## config.mk

```make
export PLATFORM = sky130hd
export DESIGN_NAME = ds_pcs_symbol_mapper
export DESIGN_NICKNAME = d
export VERILOG_FILES = /design/src/shared/ds_pcs_pkg.sv /design/src/rtl/ds_pcs_symbol_mapper.sv
export SDC_FILE = /design/constraint.sdc
export NUM_CORES = 1
export LEC_CHECK = 0
export BUFFER_PORTS_ARGS = -buffer_cell sky130_fd_sc_hd__buf_2
export CAP_MARGIN = 20
export CORE_ASPECT_RATIO = 1.5
export CORE_UTILIZATION = 25
export DETAILED_ROUTE_END_ITERATION = 8
export PLACE_DENSITY = 0.44
export SYNTH_ARGS = -nofsm -noshare
export SYNTH_HDL_FRONTEND = slang
export SYNTH_SLANG_ARGS = --single-unit
```

## constraint.sdc

```tcl
create_clock -name i_mclk -period 3.7 [get_ports i_mclk]
set_clock_uncertainty 0.2 [all_clocks]
set_input_delay 0.37 -clock i_mclk [delete_from_list [all_inputs] [get_ports i_mclk]]
set_output_delay 0.37 -clock i_mclk [all_outputs]
set_load 0.05 [all_outputs]
```

## src/shared/ds_pcs_pkg.sv

```systemverilog
/*
  Shared constants and types for the downstream PCS symbol mapper.
  Assumes a single 40 MHz clock domain and no software-visible registers.
*/
package ds_pcs_pkg;

  // ----------------------------------------
  // Timing
  // ----------------------------------------
  localparam int MCLK_PERIOD_NS = 25;
  localparam logic [4:0] RESET_CYCLES = 5'h10;

  // ----------------------------------------
  // Scrambler
  // ----------------------------------------
  localparam int SCR_LEN = 33;
  localparam logic [32:0] SCR_TAPS = 33'h1_0000_2000;
  localparam logic [32:0] SCR_SEED = 33'h1_FFFF_FFFF;

  // ----------------------------------------
  // Symbol levels, in thirds of full scale
  // ----------------------------------------
  localparam logic [2:0] LVL_NEG_ONE = 3'h5;
  localparam logic [2:0] LVL_NEG_THIRD = 3'h7;
  localparam logic [2:0] LVL_POS_THIRD = 3'h1;
  localparam logic [2:0] LVL_POS_ONE = 3'h3;

  // ----------------------------------------
  // Data word layout
  // ----------------------------------------
  localparam int DATA_W = 2;
  localparam int FIFO_DEPTH = 16;

  // ----------------------------------------
  // Types
  // ----------------------------------------
  typedef enum logic [1:0] {
    RATE_2G5 = 2'h0,
    RATE_5G = 2'h1,
    RATE_10G = 2'h2
  } rate_t;

  typedef enum logic [1:0] {
    PH_RESET = 2'h1,
    PH_RUN = 2'h2
  } phase_t;

  typedef struct packed {
    logic valid;
    logic [2:0] level;
  } sym_out_t;

  typedef struct packed {
    phase_t phase;
    logic [4:0] rst_cnt;
    rate_t rate;
    logic [32:0] scr;
    logic train;
    sym_out_t sym;
  } map_state_t;

endpackage

```

## src/rtl/ds_pcs_symbol_mapper.sv

```systemverilog
/*
  Downstream PCS transmit symbol mapper with its input FIFO.
  Assumes framed, FEC-coded bits arrive from same-clock logic, two bits per
  word, and that the PMA strobes i_pma_ready once per symbol period.
*/
`timescale 1ns/1ps

// ----------------------------------------
// Input FIFO
// ----------------------------------------
module ds_sym_fifo #(
  parameter int WIDTH = 2,
  parameter int DEPTH = 16
) (
  // Clock, reset, enable
  input wire logic i_mclk,
  input wire logic i_rst_n,
  input wire logic i_ce,
  // Fill side
  input wire logic i_valid,
  input wire logic [WIDTH-1:0] i_data,
  output logic o_ready,
  // Drain side
  output logic o_valid,
  output logic [WIDTH-1:0] o_data,
  input wire logic i_ready
);
  localparam int AW = $clog2(DEPTH);

  typedef struct packed {
    logic [AW-1:0] wr;
    logic [AW-1:0] rd;
    logic [AW:0] cnt;
  } fifo_state_t;

  fifo_state_t q, d;
  logic [WIDTH-1:0] mem [DEPTH];
  logic push, pop;

  assign o_ready = (q.cnt != (AW+1)'(DEPTH)) ? 1'b1 : 1'b0;
  assign o_valid = (q.cnt != '0);
  assign o_data = mem[q.rd];
  assign push = i_valid && o_ready;
  assign pop = i_ready && o_valid;

  always_comb begin
    d = q;
    if (push) begin
      d.wr = q.wr + AW'(1);
    end
    if (pop) begin
      d.rd = q.rd + AW'(1);
    end
    d.cnt = q.cnt + (AW+1)'(push) - (AW+1)'(pop);
  end

  always_ff @(posedge i_mclk or negedge i_rst_n) begin
    if (!i_rst_n) begin
      q <= '0;
    end else if (i_ce) begin
      q <= d;
    end
  end

  // Storage needs no reset; count guards reads
  always_ff @(posedge i_mclk) begin
    if (i_ce && push) begin
      mem[q.wr] <= i_data;
    end
  end
endmodule

// ----------------------------------------
// Symbol mapper
// ----------------------------------------
// Overview of operation
// Data mode emits two-level symbols at 2.5G and 5G, four-level at 10G.
// Reset phase plus independent transmit and receive functions running concurrently.
// Transmit and receive enables rise together only after the reset phase completes.
// Outgoing data is scrambled by a free-running side-stream generator; here the generator steps only when a data symbol is popped.
// At two-level rates every superframe bit is additively scrambled before mapping; here only bit 0 of each word is mapped and bit 1 is dropped.
// Two-level scramble bit is generator bit zero, exclusive-or with data bit.
// Four-level mapping: 0 to -1, 1 to -1/3, 2 to +1/3, 3 to +1.
// Two-level mapping: bit 0 to +1, bit 1 to -1.
// The generator polynomial is fixed for this direction and never switches.
// Training mode produces only two-level symbols whatever the rate.
// Rate select steers mapping and scrambling, sampled only during reset.
module ds_pcs_symbol_mapper #(
  parameter int DEPTH = ds_pcs_pkg::FIFO_DEPTH,
  parameter logic [32:0] SCR_TAPS = ds_pcs_pkg::SCR_TAPS
) (
  // Clock, reset, enable
  input wire logic i_mclk,
  input wire logic i_rst_n,
  input wire logic i_ce,
  // Control
  input wire logic i_pcs_reset,
  input wire ds_pcs_pkg::rate_t i_rate_sel,
  input wire logic i_train_mode,
  input wire logic i_train_bit,
  // Coded data in
  input wire logic i_data_valid,
  input wire logic [ds_pcs_pkg::DATA_W-1:0] i_data,
  output logic o_data_ready,
  // PMA side
  input wire logic i_pma_ready,
  output ds_pcs_pkg::sym_out_t o_sym,
  // Status
  output logic o_tx_enable,
  output logic o_rx_enable,
  output ds_pcs_pkg::rate_t o_rate
);
  ds_pcs_pkg::map_state_t q, d;
  logic fifo_valid, pop;
  logic [ds_pcs_pkg::DATA_W-1:0] fifo_data, scrambled;

  function automatic logic [32:0] scr_step(input logic [32:0] s);
    scr_step = {s[31:0], ^(s & SCR_TAPS)};
  endfunction

  function automatic logic [2:0] pam2_level(input logic b);
    pam2_level = b ? ds_pcs_pkg::LVL_NEG_ONE : ds_pcs_pkg::LVL_POS_ONE;
  endfunction

  ds_sym_fifo #(
    .WIDTH(ds_pcs_pkg::DATA_W),
    .DEPTH(DEPTH)
  ) u_fifo (
    .i_mclk(i_mclk),
    .i_rst_n(i_rst_n),
    .i_ce(i_ce),
    .i_valid(i_data_valid),
    .i_data(i_data),
    .o_ready(o_data_ready),
    .o_valid(fifo_valid),
    .o_data(fifo_data),
    .i_ready(pop)
  );

  // ----------------------------------------
  // Next state
  // ----------------------------------------
  // additive scramble ahead of mapping
  assign scrambled = fifo_data ^ q.scr[1:0];
  assign pop = (q.phase == ds_pcs_pkg::PH_RUN) && !i_pcs_reset && i_pma_ready
    && !i_train_mode && fifo_valid;

  always_comb begin
    d = q;
    d.sym.valid = 1'b0;
    unique case (q.phase)
      ds_pcs_pkg::PH_RESET: begin
        // rate captured only while held in reset
        d.rate = i_rate_sel;
        d.scr = ds_pcs_pkg::SCR_SEED;
        d.train = 1'b0;
        if (i_pcs_reset) begin
          d.rst_cnt = '0;
        end else if (q.rst_cnt == ds_pcs_pkg::RESET_CYCLES - 5'h1) begin
          // both functions start on completion
          d.phase = ds_pcs_pkg::PH_RUN;
        end else begin
          d.rst_cnt = q.rst_cnt + 5'h1;
        end
      end
      ds_pcs_pkg::PH_RUN: begin
        if (i_pcs_reset) begin
          d.phase = ds_pcs_pkg::PH_RESET;
          d.rst_cnt = '0;
        end else if (i_pma_ready && i_train_mode) begin
          // training is always two-level
          d.sym.valid = 1'b1;
          d.sym.level = pam2_level(i_train_bit);
          d.train = 1'b1;
        end else if (pop) begin
          d.sym.valid = 1'b1;
          d.train = 1'b0;
          // fixed polynomial, R4: free of data content
          d.scr = scr_step(q.scr);
          if (q.rate == ds_pcs_pkg::RATE_10G) begin
            // four-level amplitudes
            unique case (scrambled)
              2'h0: d.sym.level = ds_pcs_pkg::LVL_NEG_ONE;
              2'h1: d.sym.level = ds_pcs_pkg::LVL_NEG_THIRD;
              2'h2: d.sym.level = ds_pcs_pkg::LVL_POS_THIRD;
              2'h3: d.sym.level = ds_pcs_pkg::LVL_POS_ONE;
            endcase
          end else begin
            // two-level at lower rates, R6 and R8: bit zero only
            d.sym.level = pam2_level(scrambled[0]);
          end
        end
      end
      default: begin
        d.phase = ds_pcs_pkg::PH_RESET;
        d.rst_cnt = '0;
      end
    endcase
  end

  always_ff @(posedge i_mclk or negedge i_rst_n) begin
    if (!i_rst_n) begin
      q.phase <= ds_pcs_pkg::PH_RESET;
      q.rst_cnt <= '0;
      q.rate <= ds_pcs_pkg::RATE_2G5;
      q.scr <= ds_pcs_pkg::SCR_SEED;
      q.train <= 1'b0;
      q.sym <= '0;
    end else if (i_ce) begin
      q <= d;
    end
  end

  // ----------------------------------------
  // Outputs
  // ----------------------------------------
  // receive and transmit share one start point
  assign o_tx_enable = (q.phase == ds_pcs_pkg::PH_RUN);
  assign o_rx_enable = (q.phase == ds_pcs_pkg::PH_RUN);
  assign o_sym = q.sym;
  assign o_rate = q.rate;

  // ----------------------------------------
  // Checks
  // ----------------------------------------
  logic [2:0] exp_pam4;
  always_comb begin
    unique case (scrambled)
      2'h0: exp_pam4 = ds_pcs_pkg::LVL_NEG_ONE;
      2'h1: exp_pam4 = ds_pcs_pkg::LVL_NEG_THIRD;
      2'h2: exp_pam4 = ds_pcs_pkg::LVL_POS_THIRD;
      default: exp_pam4 = ds_pcs_pkg::LVL_POS_ONE;
    endcase
  end
endmodule

```

==> results of run 1 <==
==> cells in the final DEF (no fill, tap or decap), types with 13 or more instances in the layout <==
| cell | count |
|---|---|
| dfstp_2 | 34 |
| ha_1 | 13 |
| dfrtp_1 | 25 |
| mux2i_1 | 33 |
| a21oi_1 | 41 |
| xnor2_1 | 13 |
| nor2_1 | 21 |
| nand2_1 | 13 |
| edfxtp_1 | 32 |
| inv_1 | 46 |
| buf_2 | 20 |
==> power breakdown <==
group	internal (mW)	switching, mW	total, mW
Combinational	0.181	0.229	0.410
Sequential	1.12	0.0745	1.20
Clock	0.542	0.430	0.972
Total	1.84	0.734	2.58
==> worst paths after layout <==
path | start | endpoint | slack [ns] | depth (start not counted)
setup / recovery | u_fifo.q[3] | u_fifo.q[4] | 0.58 | 14
min in group asynchronous | i_rst_n | u_fifo.q[11] | 0.47 | 2
hold / removal | i_rate_sel[1] | o_rate[1] | 0.07 | 2
max in group asynchronous | i_rst_n | q[37] | 2.02 | 3
setup reg to reg | u_fifo.q[3] | u_fifo.q[4] | 0.58 | 14
hold reg to reg | q[10] | q[10] | 0.27 | 2
==> what timing repair did <==
item,4_1_cts,5_1_grt
endpoints found under the hold margin,24,0
hold buffers,1,0
gates resized for setup,0,0
==> through the flow <==
step / instances / hold WS (ns) / instance area [sq um] / utilization (%)
CTS: 601 / 0.05816 / 5017 / 28.92
finish: 601 / 0.06775 / 5017 / 28.92
global route: 601 / 0.06724 / 5017 / 28.92
floorplan: 372 / -0.1256 / 4414 / -
global placement: 584 / 0.2540 / 4695 / 27.06
detailed placement: 584 / 0.2593 / 4695 / 27.06
==> state kept, by name, summed over array words and instances (netlist names) <==
name,cells
q,40
u_fifo.q,13
u_fifo.mem,32
o_sym,4
o_rate,2
==> critical path, cell delays in order, from the launching register on <==
cell	delay (ns)
dfrtp_1	0.40
inv_1	0.09
ha_1	0.16
or3b_1	0.38
nor2_1	0.19
nor3b_4	0.07
ha_1	0.27
inv_1	0.04
ha_1	0.22
fa_1	0.41
a21oi_1	0.16
o21bai_1	0.08
xnor2_1	0.13
nand2_1	0.08
xnor2_1	0.14
==> routing by layer <==
metal,vias to the layer above,GRT usage [%]
met5,-,0
met4,0,4.182
met3,12,2.202
met2,29,18.29
met1,1330,11.87
li1,1286,-
==> area by class of cell <==
class | instances | area (sq um)
clock buffer | 9 | 225.2
clock inverter | 7 | 87.58
fill | 1761 | 12330
inverter | 46 | 172.7
multi-input combinational | 208 | 1630
sequential | 91 | 2480
tap | 213 | 266.5
timing repair buffer | 27 | 155.1
==> kinds of logic after synthesis <==
| family | Yosys count | synth area share, % |
|---|---|---|
| AO/OA/AOI/OAI | 60 | 7.512 |
| XOR/XNOR | 15 | 3.288 |
| adder cells (fa/ha/maj) | 14 | 4.138 |
| buffers and inverters | 73 | 7.200 |
| flip-flops | 91 | 56.18 |
| multiplexers | 46 | 13.10 |
| AND/OR/NAND/NOR | 73 | 8.588 |
==> impl_results.md, run 1 <==
- HP Class: input port to flip-flop
- Clock Tree Root: clkbuf_16
- Die H: 164.7 um
- Ratio of cells with drive above 1 in the final layout: 22.94%
- Count leader, synth: inv_1
- Routed length per instance: 14.23 um
- Fin. max-slew vios: 0
- Net count, final: 409
- Post-synthesis sequential area ratio: 56.18%
- CTS buffer count: 9
- VDD IR max: 0.0002798 V
- Post-synth top area share: 21.77%
- Critical path type: flip-flop to flip-flop
- Fraction of synthesis flops using an asynchronous set or reset pin: 64.84%
- Max Fclk: 320.1 MHz
- Clk buf depth: 2
- Setup TNS: 0 ns
- Final global-route overflow total: 0
- Via count of the first global-routing pass: 2762
- Final ANT Viol Nets: 0
- Post-CTS setup buffer count: 0
- Worst slew pin tran: 0.8525 ns
- Routed wl met2: 4414 um
- H-tree lvl count: 3
- DR vias/cell: 4.421
- Synth area leader: edfxtp_1
- Static Leak: 2.318 nW
- Max_cap viols: 0
- Vias: 2657
- Critical path required time: 3.73 ns
- Die boundary width: 110.5 um
- Yosys Warn Count: 0
- Final worst path period need: 3.124 ns
- Detailed-routed wire length on met3: 206 um
- Synth cell types: 46
- Dpl ws: 0.5711 ns
- Pwr Total: 2.578 mW
- M1 WL: 3779 um
- Area contributors post-synth: edfxtp_1, dfstp_2, dfrtp_1
- Final GP Congestion: 0.7332
- Total Routing Usage GR: 10.24%
- DP HPWL: 5808 um
- Power per cell area: 513.7 mW/mm^2
- Uppermost layer routed: met4
- CTS tree: done
- Syn Area/Cell: 11.87 sq um
- Unrepaired setup endpoints after global routing: no
- Crit path arrival time: 3.15 ns
- Post-synth top cells: inv_1, a21oi_1, dfstp_2, mux2i_1, edfxtp_1
- Tcrit/Tclk final: 84.42%
- Syn_nets: 398
- Initial Util: 25.45%
- Startpoint class of the critical path: flip-flop
- Port Buffers: 20
- Crit end category: flip-flop
- Post-synth EDFFs: 32
- Clk slew on worst S/H paths: 0.07 ns
- Final worst slack: 0.5764 ns
- IO Pins: 21
- Largest net degree at the start of global routing: 40
- Mapped Area: 0.004414 sq mm
- Die area: 0.01820 sq mm
- Synth Flop Type: dfstp_2
- Initial antenna violation count: 0
- Global-route wire length before repair: 14510 um
- Number of failing hold endpoints at the final stage: 0
- Status: finished, final reports clean
- Area Overhead vs Synth: 13.66%
- Row Count: 59
- Final setup vio count: 0
- Flops & latches, synth: 91
- Critical Path Fanout Max: 3
- CTS sink cnt: 91
- Gate Count Post-Synth: 372
- Max-slew headroom: 43.17%
- Detailed Routing Iterations Pass 1: 4
- DRC errors left: 0
- Skew-Pair Late Insertion Delay: 0.34 ns
- Drt first-iter violations: 88
- Core box area: 0.01735 sq mm
- Ant diodes: 0
- Final WL: 8555 um
No activity file was read; power rests on OpenSTA's default activity.
==> run 2, diff against run 1 <==
--- a/config.mk
+++ b/config.mk
@@ -10,7 +10,7 @@
 export CORE_ASPECT_RATIO = 1.5
 export CORE_UTILIZATION = 25
 export DETAILED_ROUTE_END_ITERATION = 8
-export PLACE_DENSITY = 0.44
+export PLACE_DENSITY = 0.46
 export SYNTH_ARGS = -nofsm -noshare
 export SYNTH_HDL_FRONTEND = slang
 export SYNTH_SLANG_ARGS = --single-unit
==> constraint.sdc (replaced) <==
create_clock -name i_mclk -period 2.7 [get_ports i_mclk]
set_clock_uncertainty 0.2 [all_clocks]
set_input_delay 0.27 -clock i_mclk [delete_from_list [all_inputs] [get_ports i_mclk]]
set_output_delay 0.27 -clock i_mclk [all_outputs]
set_load 0.05 [all_outputs]
==> impl_results.md, run 2 (synthesis results as in run 1) <==
- CTS sink cnt: 91
- Fin. max-slew vios: 0
- HP Class: input port to flip-flop
- Status: finished, violations left
- Power per cell area: 719.3 mW/mm^2
- Port Buffers: 20
- Final worst path period need: 2.832 ns
- IO Pins: 21
- Initial Util: 25.45%
- Ant diodes: 0
- Drt first-iter violations: 129
- CP cell instances: inv_2 -> ha_4 -> or3b_4 -> nor2_4 -> nor3b_4 -> ha_4 -> inv_2 -> ha_4 -> fa_2 -> a21oi_2 -> o21bai_1 -> xnor2_1 -> nand2_1 -> xnor2_1
- Die boundary width: 110.5 um
- Static Leak: 2.417 nW
- Core box area: 0.01735 sq mm
- Failing checks: negative setup slack
- Clk pwr share: 36.7%
- Comb pwr share: 20.0%
- Final GP Congestion: 0.7402
- Critical path type: flip-flop to flip-flop
- Crit end category: flip-flop
- Detailed Routing Iterations Pass 1: 4
- Unrepaired setup endpoints after global routing: yes
- CTS tree: done
- Sequential group share of total power: 43.3%
- Final WL: 8843 um
- DR vias/cell: 4.397
- Clk slew on worst S/H paths: 0.07 ns
- Tcrit/Tclk final: 104.9%
- Final worst slack: -0.1322 ns
- Startpoint class of the critical path: flip-flop
- Largest net degree at the start of global routing: 40
- Commonest cells after routing, fill and taps aside: inv_1, a21oi_1, dfstp_2
- Routed length per instance: 14.33 um
- CP Capture Point: u_fifo.q[4]
- Clock Tree Root: clkbuf_16
- Reg with most FFs: q
- Final setup vio count: 1
- Area Overhead vs Synth: 19.10%
- Initial antenna violation count: 0
- DRC errors left: 0
- Final global-route overflow total: 0
- Critical Path Fanout Max: 2
- Crit-path max cell delay: 0.39 ns
- Via count of the first global-routing pass: 2938
- Critical path required time: 2.73 ns
- Placed cells: 595
- Max-slew headroom: 57.91%
- H-tree lvl count: 3
- Crit path arrival time: 2.86 ns
- Ratio of cells with drive above 1 in the final layout: 28.22%
- Net count, final: 425
- CTS buffer count: 9
- Cell count of the worst reg-to-reg path: 14
- Max_cap viols: 0
- Worst r2r src: u_fifo.q[3]
- Die area: 0.01820 sq mm
- Max reg flops: 40
- Regs by FF count: q (40), u_fifo.mem (32), u_fifo.q (13)
- DP HPWL: 6149 um
- Final instance area: 0.005258 sq mm
- VDD IR max: 0.0004108 V
- Worst slew pin tran: 0.6313 ns
- Finished Layout Cells: 617
- Cell repeated most along the worst path: ha_4
- Global-route wire length before repair: 14840 um
- Max Fclk: 353.1 MHz
- Total Routing Usage GR: 10.47%
- Flop2flop setup slack: -0.13 ns
- Setup crit start: u_fifo.q[3]
- Net switching power: 1.039 mW
- Final ANT Viol Nets: 0
- Die H: 164.7 um
- Critical-path top delay cell: dfrtp_1
- Vias: 2713
- Number of failing hold endpoints at the final stage: 0
- Net Sw Frac: 27.47%
- Placement Cell Area: 0.004848 sq mm
- Clk buf depth: 2
- Row Count: 59
- Skew-Pair Late Insertion Delay: 0.34 ns
- Critical R2R Capture: u_fifo.q[4]
- Commonest non-fill, non-tap cell in the layout: inv_1
- Pint: 2.743 mW
==> run 2: cell count changes in the layout (fill, tap and decap cells not counted), moves of 3 or more <==
cell    before  now
buf_12       0    3
ha_1        13   10
buf_4        6   17
ha_4         0    3
inv_1       46   43
inv_2        0    3
==> run 2: worst min-delay path by stage <==
stage               slack (ns)      endpoint        start  cells after the start
detailed placement        0.14  u_fifo.q[11]      i_rst_n                      1
CTS                       0.07      o_sym[1]  i_pma_ready                      3
global route              0.09      o_sym[1]  i_pma_ready                      3
global placement          0.14  u_fifo.q[11]      i_rst_n                      1
finish                    0.08      o_sym[1]  i_pma_ready                      3
floorplan                -0.23     o_rate[0]      i_rst_n                      0
==> run 2: final cells by class <==
cell class | count | area, sq um
clock buffer | 9 | 225.2
clock inverter | 7 | 103.9
fill | 1730 | 12090
inverter | 46 | 172.7
multi-input combinational | 208 | 1692
sequential | 91 | 2480
tap | 213 | 266.5
timing repair buffer | 43 | 317.8
==> run 2: through the flow <==
step           setup WS [ns]  util (%)  TNS, ns  hold WS [ns]  total power [mW]
4_1_cts              -0.1563     30.18  -0.1563       0.07187             3.799
6_report             -0.1322     30.31  -0.1322       0.08163             3.782
3_5_place_dp         -0.3130     27.95  -0.3756        0.1389             2.345
5_1_grt              -0.2585     30.31  -0.2634       0.08593             3.993
3_3_place_gp         -0.2594     27.95  -0.2853        0.1361             2.319
2_1_floorplan        -0.3027         -  -0.3027       -0.2256             2.118
==> run 2: power by group through the flow <==
stage | sequential [mW] | combinational, mW | clock (mW)
3_3_place_gp | 1.65 | 0.668 | 0
6_report | 1.64 | 0.757 | 1.39
5_1_grt | 1.65 | 0.856 | 1.49
3_5_place_dp | 1.66 | 0.690 | 0
4_1_cts | 1.64 | 0.729 | 1.43
2_1_floorplan | 1.61 | 0.508 | 0
==> run 2: per-layer routing <==
layer / vias up / part of all wire [%] / track usage (%)
met5: - / 0 / 0
met4: 0 / 1.3 / 4.000
met3: 8 / 1.9 / 2.055
met2: 24 / 55 / 19.88
met1: 1356 / 42 / 11.41
li1: 1325 / - / -
==> run 2: what timing repair did <==
item	CTS	global route
endpoints found under the setup margin	2	2
endpoints found under the hold margin	25	0
buffers inserted	1	2
hold buffers	3	0
gates resized for setup	6	1
pin swaps	5	1
==> run 2: worst max-delay path: cells and delay by family (launching register included) <==
kind | cells | cell delay [ns]
XOR/XNOR | 2 | 0.27
AO/OA/AOI/OAI | 2 | 0.23
adder cells (fa/ha/maj) | 4 | 0.88
AND/OR/NAND/NOR | 4 | 0.64
flip-flops | 1 | 0.39
buffers and inverters | 2 | 0.12
